===== src/include/bcmp_consts.svh =====
/*
 * Constants of the byte compare execution unit: register offsets,
 * field positions, reset values, opcodes and the flat page.
 * Assumes inclusion by its bare name from the design and the bench.
 */
`ifndef BCMP_CONSTS_SVH
`define BCMP_CONSTS_SVH

// APB register byte offsets
`define BCMP_OFS_CTRL      12'h000
`define BCMP_OFS_STATUS    12'h004
`define BCMP_OFS_PC        12'h008
`define BCMP_OFS_GPR       12'h00c
`define BCMP_OFS_PAGE      12'h010
`define BCMP_OFS_INDEX     12'h014
`define BCMP_OFS_FLAGS     12'h018

// Control and status bit positions
`define BCMP_CTRL_START    0
`define BCMP_CTRL_BANKED   1
`define BCMP_STAT_BUSY     0
`define BCMP_STAT_ILLEGAL  1
`define BCMP_STAT_CYC_LSB  4

// Flag register bit positions (masks, unpack, decimal, N V C Z)
`define BCMP_FLAG_N        3
`define BCMP_FLAG_V        2
`define BCMP_FLAG_C        1
`define BCMP_FLAG_Z        0

// Reset values
`define BCMP_RST_BYTE      8'h00
`define BCMP_RST_WORD      16'h0000
`define BCMP_RST_FLAGS     8'h00
`define BCMP_RST_CYC       4'h0

// Opcodes
`define BCMP_OP_PREFIX     8'hce
`define BCMP_OP_A_ABS      8'h35
`define BCMP_OP_A_PTR      8'h33
`define BCMP_OP_A_IDX0     8'h36
`define BCMP_OP_A_IDX1     8'h37
`define BCMP_OP_MEM_IMM    8'hdb
`define BCMP_OP2_DISP0     8'h30
`define BCMP_OP2_DISP1     8'h31
`define BCMP_OP2_LOFS0     8'h32
`define BCMP_OP2_LOFS1     8'h33
`define BCMP_OP2_PTR_A     8'h34
`define BCMP_OP2_B_IMM     8'hbc
`define BCMP_OP2_L_IMM     8'hbd
`define BCMP_OP2_H_IMM     8'hbe
`define BCMP_OP2_BASE_IMM  8'hbf

// Page used when the banked models are off
`define BCMP_FLAT_PAGE     8'h00

`endif


===== src/include/bcmp_pkg.sv =====
/*
 * Types of the byte compare execution unit: state codes and the
 * packed state record of the unit.
 * Assumes bcmp_consts.svh is on the include path.
 */
package bcmp_pkg;

    typedef enum logic [2:0]
    {
        BCMP_S_IDLE = 3'b001,
        BCMP_S_READ = 3'b010,
        BCMP_S_PAD  = 3'b100
    } bcmp_state_t;

    typedef struct packed
    {
        bcmp_state_t st;
        logic [15:0] pc;
        logic [7:0]  acc;
        logic [7:0]  rb;
        logic [7:0]  rh;
        logic [7:0]  rl;
        logic [7:0]  base;
        logic [7:0]  expand_page_reg;
        logic [7:0]  x_page_reg;
        logic [7:0]  y_page_reg;
        logic [15:0] first_index_reg;
        logic [15:0] second_index_reg;
        logic [7:0]  flags;
        logic        banked;
        logic        busy;
        logic        illegal;
        logic        is_data;
        logic [1:0]  phase;
        logic [7:0]  op1;
        logic [7:0]  op2;
        logic [7:0]  b1;
        logic [7:0]  b2;
        logic [3:0]  ncyc;
        logic [3:0]  last_cyc;
        logic [23:0] mem_addr;
        logic        mem_rd;
        logic [31:0] prdata;
        logic        pready;
        logic        pslverr;
    } bcmp_regs_t;

endpackage


===== src/rtl/bcmp_unit.sv =====
/*
 * Byte compare execution unit: fetches one compare instruction from
 * memory, reads its operand, subtracts and updates N/V/C/Z only.
 * Assumes an APB master on pclk and an on-chip memory on pclk that
 * answers a held read request with a one-cycle acknowledge.
 */
// The register addresses and the APB register port are this design's own decisions.
//
// Functional notes
// - Subtract, update N V C Z, no writeback
// - 35H absolute compare takes four cycles
// - Absolute, base, pointer use expand page
// - 33H pointer pair compare, two cycles
// - 36H/37H index compare, two cycles
// - Index pages: x page, y page
// - CEH 30H/31H displacement form, four cycles
// - Displacement sign extended before adding
// - CEH 32H/33H index plus L, four cycles
// - L treated as signed offset
// - CEH BCH B immediate, three cycles
// - CEH BDH L immediate, three cycles
// - CEH BEH H immediate, three cycles
// - CEH BFH base immediate, three cycles
// - DBH memory immediate at base page, four
// - CEH 34H memory minus A, three cycles
`timescale 1ns/10ps
`include "bcmp_consts.svh"

module bcmp_unit
    import bcmp_pkg::*;
(
    // Clock and reset
    input  wire logic        pclk,
    input  wire logic        presetn,
    // APB slave
    input  wire logic        psel,
    input  wire logic        penable,
    input  wire logic        pwrite,
    input  wire logic [11:0] paddr,
    input  wire logic [31:0] pwdata,
    output logic      [31:0] prdata,
    output logic             pready,
    output logic             pslverr,
    // Data memory read port
    output logic      [23:0] mem_addr,
    output logic             mem_rd,
    input  wire logic [7:0]  mem_rdata,
    input  wire logic        mem_ack,
    // Status
    output logic             busy
);

    bcmp_regs_t r;
    bcmp_regs_t n;

    ////////////////////////////////////////////////////////////////////
    // Helpers

    // Flags {N,V,C,Z} of dst - src
    function automatic logic [3:0] cmp_flags(input logic [7:0] dst,
                                             input logic [7:0] src);
        logic [8:0] diff;
        diff = {1'b0, dst} - {1'b0, src};
        cmp_flags = {diff[7],
                     (dst[7] ^ src[7]) & (dst[7] ^ diff[7]),
                     diff[8],
                     diff[7:0] == 8'h00};
    endfunction

    // Page plus 16-bit logical address
    function automatic logic [23:0] phys(input logic       banked,
                                         input logic [7:0]  page,
                                         input logic [15:0] a16);
        phys = {banked ? page : `BCMP_FLAT_PAGE, a16};
    endfunction

    // Index plus signed byte offset
    function automatic logic [15:0] idx_ofs(input logic [15:0] idx,
                                            input logic [7:0]  ofs);
        idx_ofs = idx + {{8{ofs[7]}}, ofs};
    endfunction

    // Merge compare flags, keep upper four
    function automatic logic [7:0] merge(input logic [7:0] fl,
                                         input logic [3:0] nvcz);
        merge = {fl[7:4], nvcz};
    endfunction

    ////////////////////////////////////////////////////////////////////
    // Next state

    logic        apb_setup;
    logic        apb_wr;
    logic        unmapped;
    logic [31:0] rd_mux;
    logic        xfer;
    logic [7:0]  page_sel;
    logic [15:0] idx_sel;

    always_comb
    begin
        n         = r;
        n.pready  = 1'b0;
        n.pslverr = 1'b0;
        apb_setup = psel && !penable;
        apb_wr    = psel && penable && r.pready && pwrite && !r.pslverr;
        xfer      = r.mem_rd && mem_ack;
        page_sel  = r.op2[0] ? r.y_page_reg : r.x_page_reg;
        idx_sel   = r.op2[0] ? r.second_index_reg : r.first_index_reg;
        unmapped  = 1'b0;
        rd_mux    = 32'h0000_0000;

        unique case (paddr)
            `BCMP_OFS_CTRL:
                rd_mux = {30'h0000_0000, r.banked, 1'b0};
            `BCMP_OFS_STATUS:
                rd_mux = {24'h00_0000, r.last_cyc, 2'b00,
                          r.illegal, r.busy};
            `BCMP_OFS_PC:
                rd_mux = {16'h0000, r.pc};
            `BCMP_OFS_GPR:
                rd_mux = {r.rh, r.rl, r.rb, r.acc};
            `BCMP_OFS_PAGE:
                rd_mux = {r.y_page_reg, r.x_page_reg,
                          r.expand_page_reg, r.base};
            `BCMP_OFS_INDEX:
                rd_mux = {r.second_index_reg, r.first_index_reg};
            `BCMP_OFS_FLAGS:
                rd_mux = {24'h00_0000, r.flags};
            default:
                unmapped = 1'b1;
        endcase

        // APB answers in the access phase after setup
        if (apb_setup)
        begin
            n.pready  = 1'b1;
            n.prdata  = rd_mux;
            n.pslverr = unmapped ||
                        (pwrite && r.busy && paddr != `BCMP_OFS_CTRL);
        end

        if (apb_wr)
        begin
            unique case (paddr)
                `BCMP_OFS_CTRL:
                begin
                    n.banked = pwdata[`BCMP_CTRL_BANKED];
                    if (pwdata[`BCMP_CTRL_START] && !r.busy)
                    begin
                        n.st       = BCMP_S_READ;
                        n.busy     = 1'b1;
                        n.illegal  = 1'b0;
                        n.is_data  = 1'b0;
                        n.phase    = 2'd0;
                        n.op2      = `BCMP_RST_BYTE;
                        n.ncyc     = `BCMP_RST_CYC;
                        n.mem_addr = {`BCMP_FLAT_PAGE, r.pc};
                        n.mem_rd   = 1'b1;
                    end
                end
                `BCMP_OFS_PC:
                    n.pc = pwdata[15:0];
                `BCMP_OFS_GPR:
                    {n.rh, n.rl, n.rb, n.acc} = pwdata;
                `BCMP_OFS_PAGE:
                    {n.y_page_reg, n.x_page_reg,
                     n.expand_page_reg, n.base} = pwdata;
                `BCMP_OFS_INDEX:
                    {n.second_index_reg, n.first_index_reg} = pwdata;
                `BCMP_OFS_FLAGS:
                    n.flags = pwdata[7:0];
                default:
                    n.flags = r.flags;
            endcase
        end

        unique case (r.st)
            BCMP_S_IDLE:
                n.mem_rd = n.busy;
            BCMP_S_PAD:
            begin
                // Internal cycle, then operand read at index plus L
                n.ncyc     = r.ncyc + 4'd1;
                n.st       = BCMP_S_READ;
                n.is_data  = 1'b1;
                n.mem_rd   = 1'b1;
                n.mem_addr = phys(r.banked, page_sel,
                                  idx_ofs(idx_sel, r.rl));
            end
            BCMP_S_READ:
            begin
                if (xfer && r.is_data)
                begin
                    n.ncyc     = r.ncyc + 4'd1;
                    n.last_cyc = r.ncyc + 4'd1;
                    n.mem_rd   = 1'b0;
                    n.busy     = 1'b0;
                    n.st       = BCMP_S_IDLE;
                    if (r.op1 == `BCMP_OP_MEM_IMM)
                        n.flags = merge(r.flags,
                                        cmp_flags(mem_rdata, r.b2));
                    else if (r.op1 == `BCMP_OP_PREFIX &&
                             r.op2 == `BCMP_OP2_PTR_A)
                        n.flags = merge(r.flags,
                                        cmp_flags(mem_rdata, r.acc));
                    else
                        n.flags = merge(r.flags,
                                        cmp_flags(r.acc, mem_rdata));
                end
                else if (xfer)
                begin
                    n.ncyc     = r.ncyc + 4'd1;
                    n.pc       = r.pc + 16'h0001;
                    n.phase    = r.phase + 2'd1;
                    n.mem_addr = {`BCMP_FLAT_PAGE, r.pc + 16'h0001};
                    unique case (r.phase)
                        2'd0:
                        begin
                            n.op1 = mem_rdata;
                            unique case (mem_rdata)
                                `BCMP_OP_A_ABS, `BCMP_OP_MEM_IMM,
                                `BCMP_OP_PREFIX:
                                    n.mem_rd = 1'b1;
                                `BCMP_OP_A_PTR:
                                begin
                                    n.is_data  = 1'b1;
                                    n.mem_addr = phys(r.banked,
                                                      r.expand_page_reg,
                                                      {r.rh, r.rl});
                                end
                                `BCMP_OP_A_IDX0, `BCMP_OP_A_IDX1:
                                begin
                                    n.is_data  = 1'b1;
                                    n.mem_addr = mem_rdata[0] ?
                                        phys(r.banked, r.y_page_reg,
                                             r.second_index_reg) :
                                        phys(r.banked, r.x_page_reg,
                                             r.first_index_reg);
                                end
                                default:
                                begin
                                    n.illegal = 1'b1;
                                    n.busy    = 1'b0;
                                    n.mem_rd  = 1'b0;
                                    n.st      = BCMP_S_IDLE;
                                end
                            endcase
                        end
                        2'd1:
                        begin
                            if (r.op1 == `BCMP_OP_PREFIX)
                            begin
                                n.op2 = mem_rdata;
                                unique case (mem_rdata)
                                    `BCMP_OP2_DISP0, `BCMP_OP2_DISP1,
                                    `BCMP_OP2_B_IMM, `BCMP_OP2_L_IMM,
                                    `BCMP_OP2_H_IMM,
                                    `BCMP_OP2_BASE_IMM:
                                        n.mem_rd = 1'b1;
                                    `BCMP_OP2_LOFS0, `BCMP_OP2_LOFS1:
                                    begin
                                        n.mem_rd = 1'b0;
                                        n.st     = BCMP_S_PAD;
                                    end
                                    `BCMP_OP2_PTR_A:
                                    begin
                                        n.is_data  = 1'b1;
                                        n.mem_addr = phys(r.banked,
                                                     r.expand_page_reg,
                                                     {r.rh, r.rl});
                                    end
                                    default:
                                    begin
                                        n.illegal = 1'b1;
                                        n.busy    = 1'b0;
                                        n.mem_rd  = 1'b0;
                                        n.st      = BCMP_S_IDLE;
                                    end
                                endcase
                            end
                            else
                                n.b1 = mem_rdata;
                        end
                        default:
                        begin
                            n.b2 = mem_rdata;
                            if (r.op1 == `BCMP_OP_A_ABS)
                            begin
                                n.is_data  = 1'b1;
                                n.mem_addr = phys(r.banked,
                                                  r.expand_page_reg,
                                                  {mem_rdata, r.b1});
                            end
                            else if (r.op1 == `BCMP_OP_MEM_IMM)
                            begin
                                n.is_data  = 1'b1;
                                n.mem_addr = phys(r.banked,
                                                  r.expand_page_reg,
                                                  {r.base, r.b1});
                            end
                            else if (r.op2 == `BCMP_OP2_DISP0 ||
                                     r.op2 == `BCMP_OP2_DISP1)
                            begin
                                n.is_data  = 1'b1;
                                n.mem_addr = phys(r.banked, page_sel,
                                                  idx_ofs(idx_sel,
                                                          mem_rdata));
                            end
                            else
                            begin
                                n.mem_rd   = 1'b0;
                                n.busy     = 1'b0;
                                n.st       = BCMP_S_IDLE;
                                n.last_cyc = r.ncyc + 4'd1;
                                unique case (r.op2)
                                    `BCMP_OP2_B_IMM:
                                        n.flags = merge(r.flags,
                                            cmp_flags(r.rb, mem_rdata));
                                    `BCMP_OP2_L_IMM:
                                        n.flags = merge(r.flags,
                                            cmp_flags(r.rl, mem_rdata));
                                    `BCMP_OP2_H_IMM:
                                        n.flags = merge(r.flags,
                                            cmp_flags(r.rh, mem_rdata));
                                    default:
                                        n.flags = merge(r.flags,
                                            cmp_flags(r.base, mem_rdata));
                                endcase
                            end
                        end
                    endcase
                end
            end
            default:
                n.st = BCMP_S_IDLE;
        endcase
    end

    ////////////////////////////////////////////////////////////////////
    // State register

    always_ff @(posedge pclk or negedge presetn)
    begin
        if (!presetn)
        begin
            r          <= '0;
            r.st       <= BCMP_S_IDLE;
            r.pc       <= `BCMP_RST_WORD;
            r.flags    <= `BCMP_RST_FLAGS;
            r.last_cyc <= `BCMP_RST_CYC;
        end
        else
            r <= n;
    end

    assign prdata   = r.prdata;
    assign pready   = r.pready;
    assign pslverr  = r.pslverr;
    assign mem_addr = r.mem_addr;
    assign mem_rd   = r.mem_rd;
    assign busy     = r.busy;

endmodule


===== config.mk =====
export PLATFORM = sky130hd
export DESIGN_NAME = bcmp_unit
export DESIGN_NICKNAME = d
export VERILOG_FILES = /design/src/include/bcmp_pkg.sv /design/src/rtl/bcmp_unit.sv
export VERILOG_INCLUDE_DIRS = /design/src /design/src/include
export SDC_FILE = /design/constraint.sdc
export NUM_CORES = 1
export LEC_CHECK = 0
export ABC_AREA = 1
export BUFFER_PORTS_ARGS = -buffer_cell sky130_fd_sc_hd__buf_2
export CORE_ASPECT_RATIO = 1.4
export CORE_MARGIN = 4
export CORE_UTILIZATION = 35
export CTS_CLUSTER_DIAMETER = 50
export DETAILED_ROUTE_END_ITERATION = 6
export PLACE_DENSITY = 0.63
export SLEW_MARGIN = 25
export SYNTH_ARGS = -nofsm -noshare
export SYNTH_HDL_FRONTEND = slang
export SYNTH_SLANG_ARGS = --single-unit

===== constraint.sdc =====
create_clock -name pclk -period 3.3 [get_ports pclk]
set_input_delay 0.165 -clock pclk [delete_from_list [all_inputs] [get_ports pclk]]
set_output_delay 0.165 -clock pclk [all_outputs]
set_load 0.03 [all_outputs]

## Word-level counts from Yosys, hierarchy flattened

Cells that the tools add are included.

| operators by class | value |
|---|---|
| muxes and demuxes | 98 |
| bitwise gates (word level) | 23 |
| multipliers | 0 |
| $add $sub $neg | 12 |
| shift-type cells | 0 |
| magnitude comparators | 0 |
| reduce and logical (&&, ||, !) cells | 46 |
| equality and inequality tests | 39 |
| div/mod/pow operators | 0 |

Operator list:

| cell | count |
|---|---|
| $pmux 32 s7 | 1 |
| $mux 8 | 21 |
| $mux 24 | 6 |
| $mux 129 | 1 |
| $mux 25 | 4 |
| $eq 8x6->1 const B | 12 |
| $mux 32 | 3 |
| $pmux 24 s2 | 2 |
| $eq 8x8->1 const B | 11 |
| $mux 16 | 5 |
| $mux 70 | 1 |
| $sub 8x8->9 | 7 |
| $logic_not 8->1 | 7 |
| $pmux 25 s2 | 1 |
| $eq 12x5->1 const B | 3 |
| $mux 36 | 1 |
| $mux 4 | 9 |
| $mux 34 | 1 |
| $add 16x16->16 | 2 |
| $mux 3 | 9 |
| $eq 12x4->1 const B | 2 |
| $mux 19 | 1 |
| $add 16x1->16 const B | 1 |
| $mux 1 | 14 |
| other kinds (38) | 93 |

| word-level totals | value |
|---|---|
| logic and storage cells | 248 |
| bits of input ports | 58 |
| bits in writable memories | 0 |
| bits in latches | 0 |
| memories kept | 0 |
| register bits | 228 |
| output and inout bits | 60 |
| ROM bits | 0 |

## Logic depth before layout (Yosys ltp)

| depth | value |
|---|---|
| depth after elaboration | 12 |
| gate-level depth with buffers | 23 |
| depth with buffers taken out | 20 |

## Least setup slack after synthesis

Ideal clock, no wire load.

| path | value |
|---|---|
| path kind | flip-flop to flip-flop |
| from | register r[83] (netlist name) |
| to | register r (netlist bit mem_addr[9]) |
| path slack | 279 ps |
| required time | 3184 ps |
| cell stages (with the launch flop) | 18 |
| path buffers | 4 |
| clock period less this slack | 3021 ps |
| library setup time | 116 ps |
| arrival time | 2905 ps |
| path through | dfrtp_1 > clkbuf_1 > clkbuf_1 > clkbuf_1 > clkbuf_1 > nand2_1 > o21ai_0 > ha_1 > a21oi_1 > nand2_1 > a21boi_0 > o21ai_0 > a31oi_1 > or2_2 > nand3_1 > nand2_1 > inv_1 > nand2_1 |

RTL lines:

| item | line | source |
|---|---|---|
| start: declaration | bcmp_unit.sv:53 | `bcmp_regs_t r;` |
| start signal: assignment | bcmp_unit.sv:354 | `r <= n;` |

==> results.yml <==
route:
  vias_per_cell: 5.70
  firstDrtPassIters: 6
  wl_per_cell_um: 24.1
  vias: 19400
  drc: 0
  wirelength_mm: 81.9
  detail-route-antenna-nets: 0
  drtIter0Drc: 2048
synth:
  syn_nets: 2767
  muxShareOfSynthArea_pct: 0.689
  post_synth_and_or_nand_nor_area_fraction_pct: 27.0
  ys.flop_type: "dfrtp_1"
  synth_top_family_by_area: "simple AND/OR/NAND/NOR gates"
  synth_edf_count: 0
  synthCells: 2611
  synth_adder_area_share_pct: 7.15
  syn_area_um2: 18000
  synth_cell_types: 63
  synth-warning-count: 0
  syn_area_per_cell_um2: 6.89
  synth_compound_area_share_pct: 20.3
  synth_seq_cells: 228
  synth-seq-area-share_pct: 31.7
  async_flop_share_pct: 100
  synthXorXnorAreaFrac_pct: 2.14
setup_path:
  cp_data_required_time_ps: 3780
  r2r_start: "r[83]"
  worstPathArrival_ps: 3480
  worstSetupStartpointType: "register"
  end_kind: "register"
  criticalPathCategory: "reg -> reg"
  worstPathMaxFanout: 11
  critPathLaunch: "r[83]"
timing:
  slew_headroom_pct: 38.4
  layout_min_cycle_time_ps: 3000
  finalSetupViolCount: 0
  rsz0062_at_grt: "no"
  finClkSkew_ps: 36.1
  clock.fmax_ghz: 0.333
  hold_viol_final: 0
  tightestPinTransition_ps: 923
  tns_ps: 0
  drv_slew: 0
  period_share_pct: 91.0
power_and_ir_drop:
  powerDensity_nw_per_um2: 331
  power_frac_seq_pct: 41.1
  clkPwrFrac_pct: 50.8
  p_switching_mw: 1.87
  switching_share_pct: 27.4
  fin_total_pwr_mw: 6.81
  peakVddDrop_mv: 0.408
  p_int_mw: 4.95
  power_leakage_nw: 9.82
  p_comb_share_pct: 8.1
clocking:
  clk_latency_ps: 610
  root_buffer: "clkbuf_16"
  cts_sinks: 228
  cts_tree: "yes"
  cts_max_level: 1
  postCtsSetupBuffers: 0
  numCtsBuffers: 30
  clkSlewWorstSetupHoldPaths_ps: 70
  cts_max_path_buffers: 3
layout:
  nets: 2881
  final_common_cell: "nand2_1"
  area_delta_synth_final_pct: 14.5
  final_cell_mix: "nand2_1 (683), o21ai_0 (335), inv_1 (272)"
  final_cells: 3401
  drive_gt1_share_pct: 12.4
floorplan:
  initial_core_util_pct: 35.3
  die_h_um: 276
  core_area_um2: 51000
  die_w_um: 200
  dieArea_um2: 55100
  num_rows: 98
  io_pins: 118
global_route:
  overflow: 0
  grt_pass1_wl_mm: 121
  groute.usage.overall_pct: 28.9
  antenna_found_initial: 1
  grt_pass1_vias: 18600
  grt_max_degree: 72
placement:
  place_inst: 3315
  place_hpwl_mm: 64.9
  gp_congestion: 1.05
  port_buffers: 117
job:
  maxCapViolCount: 0
hold_path:
  hold_start: "pwdata[7]"
  hp-class: "in -> reg"
outcome:
  outcome: "finished, final reports clean"
## routing by layer
metal | track usage (%) | wire, um | vias up
li1 | - | - | 8920
met1 | 36.8 | 31900 | 9168
met2 | 45.6 | 37200 | 1031
met3 | 3.47 | 5720 | 282
met4 | 19.4 | 7060 | 0
met5 | 0 | 0 | -
## power groups by stage
stage	combinational [mW]	sequential (mW)	clock (mW)
floorplan	0.254	2.85	0
global placement	0.511	2.85	0
detailed placement	0.520	2.85	0
CTS	0.548	2.80	3.49
global route	0.607	2.80	3.60
finish	0.552	2.80	3.46
## critical path: stages (launching register included)
cell and delay (ps):
dfrtp_2 470, buf_4 190, o21ai_0 490, ha_1 400
a21oi_1 180, o21ai_0 150, nand3b_1 200, or2_2 280
nand3_1 70, nand2_1 60, nand2_1 50, nand2_1 60
nand2_1 90, nand2_1 60, nand2_1 80, nand2_1 50
## cell type report
type | instances | area, um2
inverter | 287 | 1080
antenna | 2 | 5.00
timing repair buffer | 241 | 1620
clock buffer | 38 | 831
fill | 5330 | 30400
clock inverter | 18 | 209
sequential | 228 | 5710
tap | 650 | 813
multi-input combinational | 1937 | 10300
## Yosys cell counts (4+ instances only)
cell type,count,share of area [%]
a21oi_1,133,3.7
a221oi_1,4,0.19
a31oi_1,8,0.28
buf_2,22,0.61
buf_4,62,2.6
buf_6,6,0.38
clkbuf_1,68,1.4
dfrtp_1,227,32
fa_1,8,0.89
ha_1,90,6.3
inv_1,272,5.7
inv_2,12,0.25
mux2_2,11,0.69
nand2_1,683,14
nand2_2,7,0.24
nand3_1,181,5.0
nand3b_1,4,0.17
nand4_1,30,1.0
nor2_1,153,3.2
nor2_4,8,0.50
nor3_1,22,0.61
nor4_1,10,0.35
o2111ai_1,7,0.34
o211ai_1,49,2.0
o21a_1,5,0.21
o21ai_0,337,9.4
o21ai_1,40,1.1
o21bai_1,7,0.29
o221ai_1,6,0.29
o22ai_1,15,0.52
o31ai_1,25,1.0
or2_2,11,0.38
xnor2_1,10,0.49
xor2_1,34,1.7
## worst paths after layout
path / cells past startpoint / endpoint / slack [ps]
max: 15 / mem_addr[10] / 300
min: 3 / r[112] / 70
max reg2reg: 15 / mem_addr[10] / 300
min reg2reg: 2 / r[169] / 480
max in group asynchronous: 3 / mem_addr[12] / 2270
min in group asynchronous: 2 / r[60] / 100
## cell families (layout without fill, tap and decap cells)
logic type,after synthesis,after routing
buffers and inverters,446,584
XOR/XNOR,44,44
multiplexers,11,11
AO/OA/AOI/OAI,653,653
AND/OR/NAND/NOR,1131,1131
other,0,2
adder cells (fa/ha/maj),98,98
flip-flops,228,228
## stage by stage
step | setup slack [ps] | utilization (%) | hold slack (ps) | instance area [um2]
6_report | 298 | 40.4 | 73.2 | 20600
4_1_cts | 216 | 40.3 | 51.3 | 20600
5_1_grt | 42.2 | 40.3 | 64.0 | 20600
2_1_floorplan | 279 | - | -131 | 18000
3_3_place_gp | 300 | 37.7 | 177 | 19300
3_5_place_dp | 229 | 37.7 | 183 | 19300
## timing repair
item / in CTS / in global routing
hold buffers: 28 / 0
gates resized for setup: 0 / 3
hold endpoints to repair: 142 / 0
endpoints found under the setup margin: 0 / 3
## flip-flops by register name, summed over array words and instances (netlist names)
name / count
r: 168
prdata: 32
mem_addr: 24
busy: 1
mem_rd: 1
pready: 1
pslverr: 1
No activity file was read; power rests on OpenSTA's default activity.
